## src/pkg/tic_pkg.sv

```systemverilog
/*
 * constants, types and helpers for the time interval counter control block:
 * special-function register addresses, control bit positions, counter limits
 * and the 1/128 second timebase figures.
 * assumes a 100 MHz core clock and an 8-bit special-function register port.
 */
package tic_pkg;

    // ------------------------------------------------------------------
    // special-function register addresses
    // ------------------------------------------------------------------
    localparam logic [7:0] CTRL_ADDR = 8'hA1;
    localparam logic [7:0] FRAC_ADDR = 8'hA2;
    localparam logic [7:0] SEC_ADDR = 8'hA3;
    localparam logic [7:0] MIN_ADDR = 8'hA4;
    localparam logic [7:0] HOUR_ADDR = 8'hA5;
    localparam logic [7:0] TARGET_ADDR = 8'hA6;

    // ------------------------------------------------------------------
    // interval_clock_control field positions
    // ------------------------------------------------------------------
    localparam int DAY_WRAP_BIT = 6;
    localparam int BASE_HI_BIT = 5;
    localparam int BASE_LO_BIT = 4;
    localparam int SINGLE_SHOT_BIT = 3;
    localparam int MATCH_FLAG_BIT = 2;
    localparam int COUNT_EN_BIT = 1;
    localparam int CLOCK_EN_BIT = 0;

    // ------------------------------------------------------------------
    // reset values and counter limits
    // ------------------------------------------------------------------
    localparam logic [7:0] REG_RESET = 8'h00;
    localparam logic [1:0] BASE_RESET = 2'h0;
    localparam logic [7:0] FRAC_MASK = 8'h7F;
    localparam logic [7:0] FRAC_MAX = 8'h7F;
    localparam logic [7:0] SEC_MAX = 8'h3B;
    localparam logic [7:0] MIN_MAX = 8'h3B;
    localparam logic [7:0] HOUR_DAY_MAX = 8'h17;
    localparam logic [7:0] HOUR_FULL_MAX = 8'hFF;

    // ------------------------------------------------------------------
    // timebase: 1/128 second from the core clock
    // ------------------------------------------------------------------
    localparam int CLK_PERIOD_NS = 10;
    localparam int TICK_PERIOD_NS = 7812500;
    localparam int TICK_CYCLES = TICK_PERIOD_NS / CLK_PERIOD_NS;

    // interval counter update source
    typedef enum logic [1:0] {
        BASE_FRAC,
        BASE_SEC,
        BASE_MIN,
        BASE_HOUR
    } tic_base_type;

    // one step of a counter that returns to zero after its limit
    function automatic logic [7:0] tic_wrap_inc(input logic [7:0] value, input logic [7:0] limit);
        tic_wrap_inc = (value == limit) ? 8'h00 : 8'(value + 8'h01);
    endfunction

endpackage

```

## src/verilog/tic_ctrl.sv

```systemverilog
/*
 * time interval counter control: time registers (1/128 s, seconds, minutes,
 * hours), an 8-bit interval counter with target match, and the control
 * register, all on the special-function register port.
 * assumes the core drives the port on core_clk, por_n is the power-on reset
 * and rstn the system reset; the interrupt controller lies outside.
 */
// What this block does
// - day wrap set: hours count 0 to 23
// - day wrap clear: hours count 0 to 255
// - system reset leaves time registers running
// - system reset clears the day wrap bit
// - base field picks interval counter tick source
// - single shot: timeout clears interval count enable
// - otherwise counter reloads and restarts on timeout
// - counter stepping to target value sets match flag
// - count enable lets counter advance per tick
// - count enable low stops and zeroes counter
// - clock enable gates 1/128 s tick through
// - clock enable clear stops and zeroes time
// - time registers writable while clock enable low
// - fraction counts 0 to 127, carries to seconds
// - seconds, minutes count 0 to 59 with carry
// - interval counter steps each time the selected register advances
`timescale 1ns/1ps
module tic_ctrl #(
    parameter int unsigned TICK_CYCLES = tic_pkg::TICK_CYCLES
) (
    input wire logic core_clk,
    input wire logic rstn,
    input wire logic por_n,
    input wire logic [7:0] sfr_addr,
    input wire logic sfr_wr,
    input wire logic sfr_rd,
    input wire logic [7:0] sfr_wdata,
    output logic [7:0] sfr_rdata,
    output logic interval_match_flag
);

    // ------------------------------------------------------------------
    // state
    // ------------------------------------------------------------------
    logic day_wrap_select_reg;
    logic [1:0] interval_base_sel_reg;
    logic single_shot_select_reg;
    logic interval_match_flag_reg;
    logic interval_count_enable_reg;
    logic timekeeping_clock_enable_reg;
    logic [7:0] fraction_tick_count_reg;
    logic [7:0] seconds_reg;
    logic [7:0] minutes_reg;
    logic [7:0] hours_reg;
    logic [7:0] interval_target_reg;
    logic [7:0] interval_count_reg;
    logic [7:0] sfr_rdata_reg;

    logic base_tick;
    logic run_tick;
    logic frac_wrap;
    logic sec_wrap;
    logic min_wrap;
    logic hour_wrap;
    logic interval_tick;
    logic timeout;
    logic [7:0] hour_limit;
    logic [7:0] interval_count_next;
    logic wr_ctrl;
    logic wr_frac;
    logic wr_sec;
    logic wr_min;
    logic wr_hour;
    logic wr_target;
    logic time_wr_ok;
    logic clock_stop;
    tic_pkg::tic_base_type base_sel;

    // ------------------------------------------------------------------
    // timebase
    // ------------------------------------------------------------------
    tic_tick_div #(
        .TICK_CYCLES(TICK_CYCLES)
    ) u_tick_div (
        .core_clk(core_clk),
        .por_n(por_n),
        .tick(base_tick)
    );

    // ------------------------------------------------------------------
    // register port decode
    // ------------------------------------------------------------------
    assign wr_ctrl = sfr_wr && (sfr_addr == tic_pkg::CTRL_ADDR);
    assign wr_frac = sfr_wr && (sfr_addr == tic_pkg::FRAC_ADDR);
    assign wr_sec = sfr_wr && (sfr_addr == tic_pkg::SEC_ADDR);
    assign wr_min = sfr_wr && (sfr_addr == tic_pkg::MIN_ADDR);
    assign wr_hour = sfr_wr && (sfr_addr == tic_pkg::HOUR_ADDR);
    assign wr_target = sfr_wr && (sfr_addr == tic_pkg::TARGET_ADDR);

    assign time_wr_ok = !timekeeping_clock_enable_reg;
    // falling edge of the clock enable written by software
    assign clock_stop = wr_ctrl && timekeeping_clock_enable_reg
                        && !sfr_wdata[tic_pkg::CLOCK_EN_BIT];

    // ------------------------------------------------------------------
    // time register carry chain
    // ------------------------------------------------------------------
    assign run_tick = base_tick && timekeeping_clock_enable_reg;
    assign frac_wrap = run_tick && (fraction_tick_count_reg == tic_pkg::FRAC_MAX);
    assign sec_wrap = frac_wrap && (seconds_reg == tic_pkg::SEC_MAX);
    assign min_wrap = sec_wrap && (minutes_reg == tic_pkg::MIN_MAX);
    assign hour_limit = day_wrap_select_reg ? tic_pkg::HOUR_DAY_MAX : tic_pkg::HOUR_FULL_MAX;
    assign hour_wrap = min_wrap && (hours_reg == hour_limit);

    // ------------------------------------------------------------------
    // interval counter source and match
    // ------------------------------------------------------------------
    assign base_sel = tic_pkg::tic_base_type'(interval_base_sel_reg);

    always_comb begin
        case (base_sel)
            tic_pkg::BASE_FRAC: begin
                interval_tick = run_tick;
            end
            tic_pkg::BASE_SEC: begin
                interval_tick = frac_wrap;
            end
            tic_pkg::BASE_MIN: begin
                interval_tick = sec_wrap;
            end
            tic_pkg::BASE_HOUR: begin
                interval_tick = min_wrap;
            end
            default: begin
                interval_tick = 1'b0;
            end
        endcase
    end

    assign interval_count_next = 8'(interval_count_reg + 8'h01);
    assign timeout = interval_tick && interval_count_enable_reg
                     && (interval_count_next == interval_target_reg);

    // ------------------------------------------------------------------
    // control register fields
    // ------------------------------------------------------------------
    // only field cleared by the system reset
    always_ff @(posedge core_clk) begin
        if (!por_n) begin
            day_wrap_select_reg <= 1'b0;
        end else if (!rstn) begin
            day_wrap_select_reg <= 1'b0;
        end else if (wr_ctrl) begin
            day_wrap_select_reg <= sfr_wdata[tic_pkg::DAY_WRAP_BIT];
        end
    end

    always_ff @(posedge core_clk) begin
        if (!por_n) begin
            interval_base_sel_reg <= tic_pkg::BASE_RESET;
            single_shot_select_reg <= 1'b0;
            timekeeping_clock_enable_reg <= 1'b0;
        end else if (wr_ctrl) begin
            interval_base_sel_reg <= sfr_wdata[tic_pkg::BASE_HI_BIT:tic_pkg::BASE_LO_BIT];
            single_shot_select_reg <= sfr_wdata[tic_pkg::SINGLE_SHOT_BIT];
            timekeeping_clock_enable_reg <= sfr_wdata[tic_pkg::CLOCK_EN_BIT];
        end
    end

    // a software write in the timeout cycle wins, so a fresh enable is kept
    always_ff @(posedge core_clk) begin
        if (!por_n) begin
            interval_count_enable_reg <= 1'b0;
        end else if (wr_ctrl) begin
            interval_count_enable_reg <= sfr_wdata[tic_pkg::COUNT_EN_BIT];
        end else if (timeout && single_shot_select_reg) begin
            interval_count_enable_reg <= 1'b0;
        end
    end

    // hardware set wins over a software clear in the same cycle
    always_ff @(posedge core_clk) begin
        if (!por_n) begin
            interval_match_flag_reg <= 1'b0;
        end else if (timeout) begin
            interval_match_flag_reg <= 1'b1;
        end else if (wr_ctrl) begin
            interval_match_flag_reg <= sfr_wdata[tic_pkg::MATCH_FLAG_BIT];
        end
    end

    always_ff @(posedge core_clk) begin
        if (!por_n) begin
            interval_target_reg <= tic_pkg::REG_RESET;
        end else if (wr_target) begin
            interval_target_reg <= sfr_wdata;
        end
    end

    // ------------------------------------------------------------------
    // interval counter
    // ------------------------------------------------------------------
    always_ff @(posedge core_clk) begin
        if (!por_n) begin
            interval_count_reg <= tic_pkg::REG_RESET;
        end else if (!interval_count_enable_reg) begin
            interval_count_reg <= tic_pkg::REG_RESET;
        end else if (timeout) begin
            interval_count_reg <= tic_pkg::REG_RESET;
        end else if (interval_tick) begin
            interval_count_reg <= interval_count_next;
        end
    end

    // ------------------------------------------------------------------
    // time registers: not touched by the system reset
    // ------------------------------------------------------------------
    always_ff @(posedge core_clk) begin
        if (!por_n) begin
            fraction_tick_count_reg <= tic_pkg::REG_RESET;
        end else if (clock_stop) begin
            fraction_tick_count_reg <= tic_pkg::REG_RESET;
        end else if (wr_frac && time_wr_ok) begin
            fraction_tick_count_reg <= sfr_wdata & tic_pkg::FRAC_MASK;
        end else if (run_tick) begin
            fraction_tick_count_reg <= tic_pkg::tic_wrap_inc(fraction_tick_count_reg, tic_pkg::FRAC_MAX);
        end
    end

    always_ff @(posedge core_clk) begin
        if (!por_n) begin
            seconds_reg <= tic_pkg::REG_RESET;
        end else if (clock_stop) begin
            seconds_reg <= tic_pkg::REG_RESET;
        end else if (wr_sec && time_wr_ok) begin
            seconds_reg <= sfr_wdata;
        end else if (frac_wrap) begin
            seconds_reg <= tic_pkg::tic_wrap_inc(seconds_reg, tic_pkg::SEC_MAX);
        end
    end

    always_ff @(posedge core_clk) begin
        if (!por_n) begin
            minutes_reg <= tic_pkg::REG_RESET;
        end else if (clock_stop) begin
            minutes_reg <= tic_pkg::REG_RESET;
        end else if (wr_min && time_wr_ok) begin
            minutes_reg <= sfr_wdata;
        end else if (sec_wrap) begin
            minutes_reg <= tic_pkg::tic_wrap_inc(minutes_reg, tic_pkg::MIN_MAX);
        end
    end

    always_ff @(posedge core_clk) begin
        if (!por_n) begin
            hours_reg <= tic_pkg::REG_RESET;
        end else if (clock_stop) begin
            hours_reg <= tic_pkg::REG_RESET;
        end else if (wr_hour && time_wr_ok) begin
            hours_reg <= sfr_wdata;
        end else if (hour_wrap) begin
            hours_reg <= tic_pkg::REG_RESET;
        end else if (min_wrap) begin
            hours_reg <= 8'(hours_reg + 8'h01);
        end
    end

    // ------------------------------------------------------------------
    // read path
    // ------------------------------------------------------------------
    always_ff @(posedge core_clk) begin
        if (!por_n || !rstn) begin
            sfr_rdata_reg <= tic_pkg::REG_RESET;
        end else if (sfr_rd) begin
            case (sfr_addr)
                tic_pkg::CTRL_ADDR: begin
                    sfr_rdata_reg <= {1'b0, day_wrap_select_reg, interval_base_sel_reg,
                                      single_shot_select_reg, interval_match_flag_reg,
                                      interval_count_enable_reg, timekeeping_clock_enable_reg};
                end
                tic_pkg::FRAC_ADDR: begin
                    sfr_rdata_reg <= fraction_tick_count_reg;
                end
                tic_pkg::SEC_ADDR: begin
                    sfr_rdata_reg <= seconds_reg;
                end
                tic_pkg::MIN_ADDR: begin
                    sfr_rdata_reg <= minutes_reg;
                end
                tic_pkg::HOUR_ADDR: begin
                    sfr_rdata_reg <= hours_reg;
                end
                tic_pkg::TARGET_ADDR: begin
                    sfr_rdata_reg <= interval_target_reg;
                end
                default: begin
                    sfr_rdata_reg <= tic_pkg::REG_RESET;
                end
            endcase
        end
    end

    assign sfr_rdata = sfr_rdata_reg;
    assign interval_match_flag = interval_match_flag_reg;

endmodule // tic_ctrl

```

## src/verilog/tic_tick_div.sv

```systemverilog
/*
 * divider that turns the core clock into a one-cycle 1/128 second enable.
 * assumes tick_cycles of at least 2; runs from power-on reset only so that
 * a system reset does not disturb the timebase.
 */
`timescale 1ns/1ps
module tic_tick_div #(
    parameter int unsigned TICK_CYCLES = 781250
) (
    input wire logic core_clk,
    input wire logic por_n,
    output logic tick
);

    localparam int CW = $clog2(TICK_CYCLES + 1);
    localparam logic [CW-1:0] LAST = CW'(TICK_CYCLES - 1);

    logic [CW-1:0] count_reg;
    logic tick_reg;

    // ------------------------------------------------------------------
    // free-running divider
    // ------------------------------------------------------------------
    always_ff @(posedge core_clk) begin
        if (!por_n) begin
            count_reg <= '0;
            tick_reg <= 1'b0;
        end else if (count_reg == LAST) begin
            count_reg <= '0;
            tick_reg <= 1'b1;
        end else begin
            count_reg <= CW'(count_reg + 1'b1);
            tick_reg <= 1'b0;
        end
    end

    assign tick = tick_reg;

endmodule // tic_tick_div

```

## config.mk

```make
export PLATFORM = sky130hd
export DESIGN_NAME = tic_ctrl
export DESIGN_NICKNAME = d
export VERILOG_FILES = /design/src/pkg/tic_pkg.sv /design/src/verilog/tic_ctrl.sv /design/src/verilog/tic_tick_div.sv
export SDC_FILE = /design/constraint.sdc
export NUM_CORES = 1
export LEC_CHECK = 0
export BUFFER_PORTS_ARGS = -buffer_cell sky130_fd_sc_hd__buf_2
export CAP_MARGIN = 30
export CORE_MARGIN = 8
export CORE_UTILIZATION = 65
export DETAILED_ROUTE_END_ITERATION = 8
export PLACE_DENSITY = 0.82
export RECOVER_POWER = 100
export SKIP_LAST_GASP = 1
export SYNTH_ARGS = -nofsm -noshare
export SYNTH_HDL_FRONTEND = slang
export SYNTH_SLANG_ARGS = --single-unit
```

## constraint.sdc

```tcl
create_clock -name core_clk -period 5 [get_ports core_clk]
set_input_delay 1 -clock core_clk [delete_from_list [all_inputs] [get_ports core_clk]]
set_output_delay 1 -clock core_clk [all_outputs]
set_load 0.05 [all_outputs]
```

==> results.json <==
{
  "r2r_end": "interval_count_reg[3]",
  "cts_max_level": 3,
  "multi_input_area_um2": 2765,
  "cap_violations": 0,
  "n_antenna_cell": 0,
  "fmax_mhz": 299.0,
  "gp_congestion": 0.9242,
  "status": "finished clean",
  "drtAntennaViolNets": 0,
  "ys.flop_type": "dfxtp_1",
  "p_int_uw": 946.0,
  "port_buffers": 29,
  "stdcell_count": 695,
  "final_common_cell": "dfxtp_1",
  "cts_num_sinks": 84,
  "wl_um": 12280,
  "start_kind": "input port",
  "cp_data_required_time_ns": 5.23,
  "synth.yosys.warnings": 0,
  "slew_violations": 0,
  "hold_buffers": 0,
  "p_comb_share_pct": 5.4,
  "skew_ns": 0.004376,
  "netlist_area_um2": 4618,
  "rrSetupSlack_ns": 2.12,
  "crit_family": "simple AND/OR/NAND/NOR gates",
  "fin_crit_sh_pct": 66.90,
  "largest_reg_flops": 20,
  "worstRegToRegCells": 7,
  "grt_max_degree": 32,
  "drive_above_1_share_pct": 8.347,
  "hp-class": "reg -> reg",
  "cts_tree": "done",
  "numPlacedInstances": 680,
  "worstMarginPinSlew_ns": 0.9696,
  "yosys.area.top_type_share_pct": 36.41,
  "die_area_um2": 10060,
  "first_global_vias": 4089,
  "crit_path_end_kind": "flop",
  "rsz0062_at_grt": "false",
  "die_w_um": 100.3,
  "layout_common_cells": "dfxtp_1 (84), nor2_1 (63), nand2_1 (56)",
  "core-area_um2": 6832,
  "postCtsSetupRepairBufs": 0,
  "switchingPower_uw": 297.0,
  "clock_path_buffers": 2,
  "fin_crit_ns": 3.345,
  "fin_util_pct": 72.47,
  "crit_fanout": 16,
  "critPathMaxStageDelay_ns": 0.85,
  "reg2reg_from": "fraction_tick_count_reg[0]",
  "drtIter0Drc": 462,
  "synth_area_leader_cell": "dfxtp_1",
  "io_pins": 30,
  "synth.area.top_cells": "dfxtp_1 (36%), nand3_1 (5.6%), nor2_1 (5.1%), a21oi_1 (4.6%), nand2_1 (4.6%)",
  "detail_route.vias_per_cell": 6.478,
  "seq_area_um2": 1682,
  "hold_slack_ns": 0.4888,
  "worstHoldStart": "hours_reg[1]",
  "avgSynthCellArea_um2": 7.921,
  "path_clk_slew_ns": 0.08,
  "finalSetupTns_ns": 0,
  "grt_pass1_wl_um": 20370,
  "clkLatencyLatePin_ns": 0.36,
  "maxSlewHeadroom_pct": 35.23,
  "post_synth_num_cell_types": 57,
  "syn_nets": 611,
  "antenna_found_initial": 0,
  "ys_seq_area_share_pct": 36.41,
  "numCtsBuffers": 9,
  "cpMaxStageDelayCell": "nor2b_1",
  "fillerInstances": 591,
  "cts.repair.resized": 0,
  "worstSetupPathType": "in -> reg",
  "ys_seq_elements": 84,
  "syn_to_final_growth_pct": 7.207,
  "overflow": 0,
  "fp.dieH_um": 100.3,
  "switching_share_pct": 23.89,
  "async_reset_ff_share_pct": 0,
  "synthCells": 583,
  "hold_violations": 0,
  "total_leakage_power_nw": 1.675,
  "p_per_area_nw_per_um2": 251.1,
  "power_frac_seq_pct": 54.7,
  "clockPowerShare_pct": 39.9,
  "synth_edf_count": 0,
  "setup-violations-final": 0,
  "grt.total_usage_pct": 25.13,
  "cts_root_buf": "clkbuf_8",
  "routedWlPerCell_um": 17.67,
  "path_buf_inv": 1,
  "hpwl_um": 8741,
  "vias": 4502,
  "firstDrtPassIters": 5,
  "rows": 30,
  "initial_core_util_pct": 67.60,
  "drc": 0,
  "vdd_drop_max_mv": 0.2307,
  "cp_cell_sequence": "clkbuf_1, nor2b_1, nor2b_1, nand2_1, nand2_1, a21oi_1",
  "holdPathEnd": "hours_reg[1]",
  "hold_depth": 2,
  "nNetsFinal": 623,
  "cp.arrival_ns": 3.58
}
## worst register-to-register path, delay by kind of cell (launching register included)
| kind | cells | cell delay, ns |
|---|---|---|
| AOI/OAI and AO/OA | 2 | 0.62 |
| adders and majority gates | 1 | 0.24 |
| DFF | 1 | 0.44 |
| muxes | 1 | 0.25 |
| and+or+nand+nor | 3 | 1.22 |
## per-stage QoR
step	power (mW)	worst slack [ns]	instance area (µm²)
3_5_place_dp	0.7616	1.616	4786
5_1_grt	1.282	1.475	4951
4_1_cts	1.246	1.999	4986
2_1_floorplan	0.7317	2.212	4618
3_3_place_gp	0.7601	1.698	4786
6_report	1.243	1.655	4951
## final cells by class
type	count	share of cell area, %
sequential	84	33.97
clock inverter	4	0.9856
timing repair buffer	31	2.957
multi-input combinational	459	55.85
tap	96	2.426
clock buffer	11	3.058
inverter	10	0.7581
## cells in the mapped netlist (8+ instances only)
library cell	instances
clkbuf_1	26
dfxtp_1	84
mux2i_1	8
a21oi_1	42
xnor2_1	16
nand2_1	56
nor2_1	63
o21ai_0	31
a22oi_1	10
inv_1	10
nand4_1	12
nor3_1	17
xor2_1	15
nand3_1	52
or3_1	9
a31oi_1	10
mux2_2	9
## per-layer routing
layer  vias to the layer above  track usage (%)  wire length [µm]
li1                       2156                -                 -
met1                      2112            33.29              5494
met2                       212            38.46              5570
met3                        22            7.474              1031
met4                         0            6.860               187
met5                         -                0                 0
## worst max-delay path by stage
stage	start	end	cells past startpoint
after floorplan	sfr_addr[6]	fraction_tick_count_reg[7]	7
after global placement	sfr_addr[2]	interval_target_reg[7]	6
after detailed placement	sfr_addr[6]	minutes_reg[2]	7
after CTS	sfr_addr[6]	minutes_reg[7]	7
after global routing	sfr_addr[2]	interval_target_reg[1]	6
final	sfr_addr[2]	interval_target_reg[3]	6
## cells by family (layout without fill, tap and decap cells)
kind of cell | count (synthesis) | count (layout) | synth area share [%]
buffers and inverters | 40 | 56 | 3.332
and+or+nand+nor | 262 | 262 | 28.64
muxes | 17 | 17 | 3.929
adders and majority gates | 7 | 7 | 1.896
DFF | 84 | 84 | 36.41
xor gates and xnor gates | 31 | 31 | 5.879
AOI/OAI and AO/OA | 142 | 142 | 19.91
## power by group through the flow
stage	clock network, mW	registers [mW]	logic [mW]
after floorplan	0	0.701	0.0307
after global placement	0	0.695	0.0648
after detailed placement	0	0.695	0.0662
after CTS	0.500	0.680	0.0665
after global routing	0.530	0.681	0.0707
final	0.497	0.680	0.0667
No activity file was read; power rests on OpenSTA's default activity.
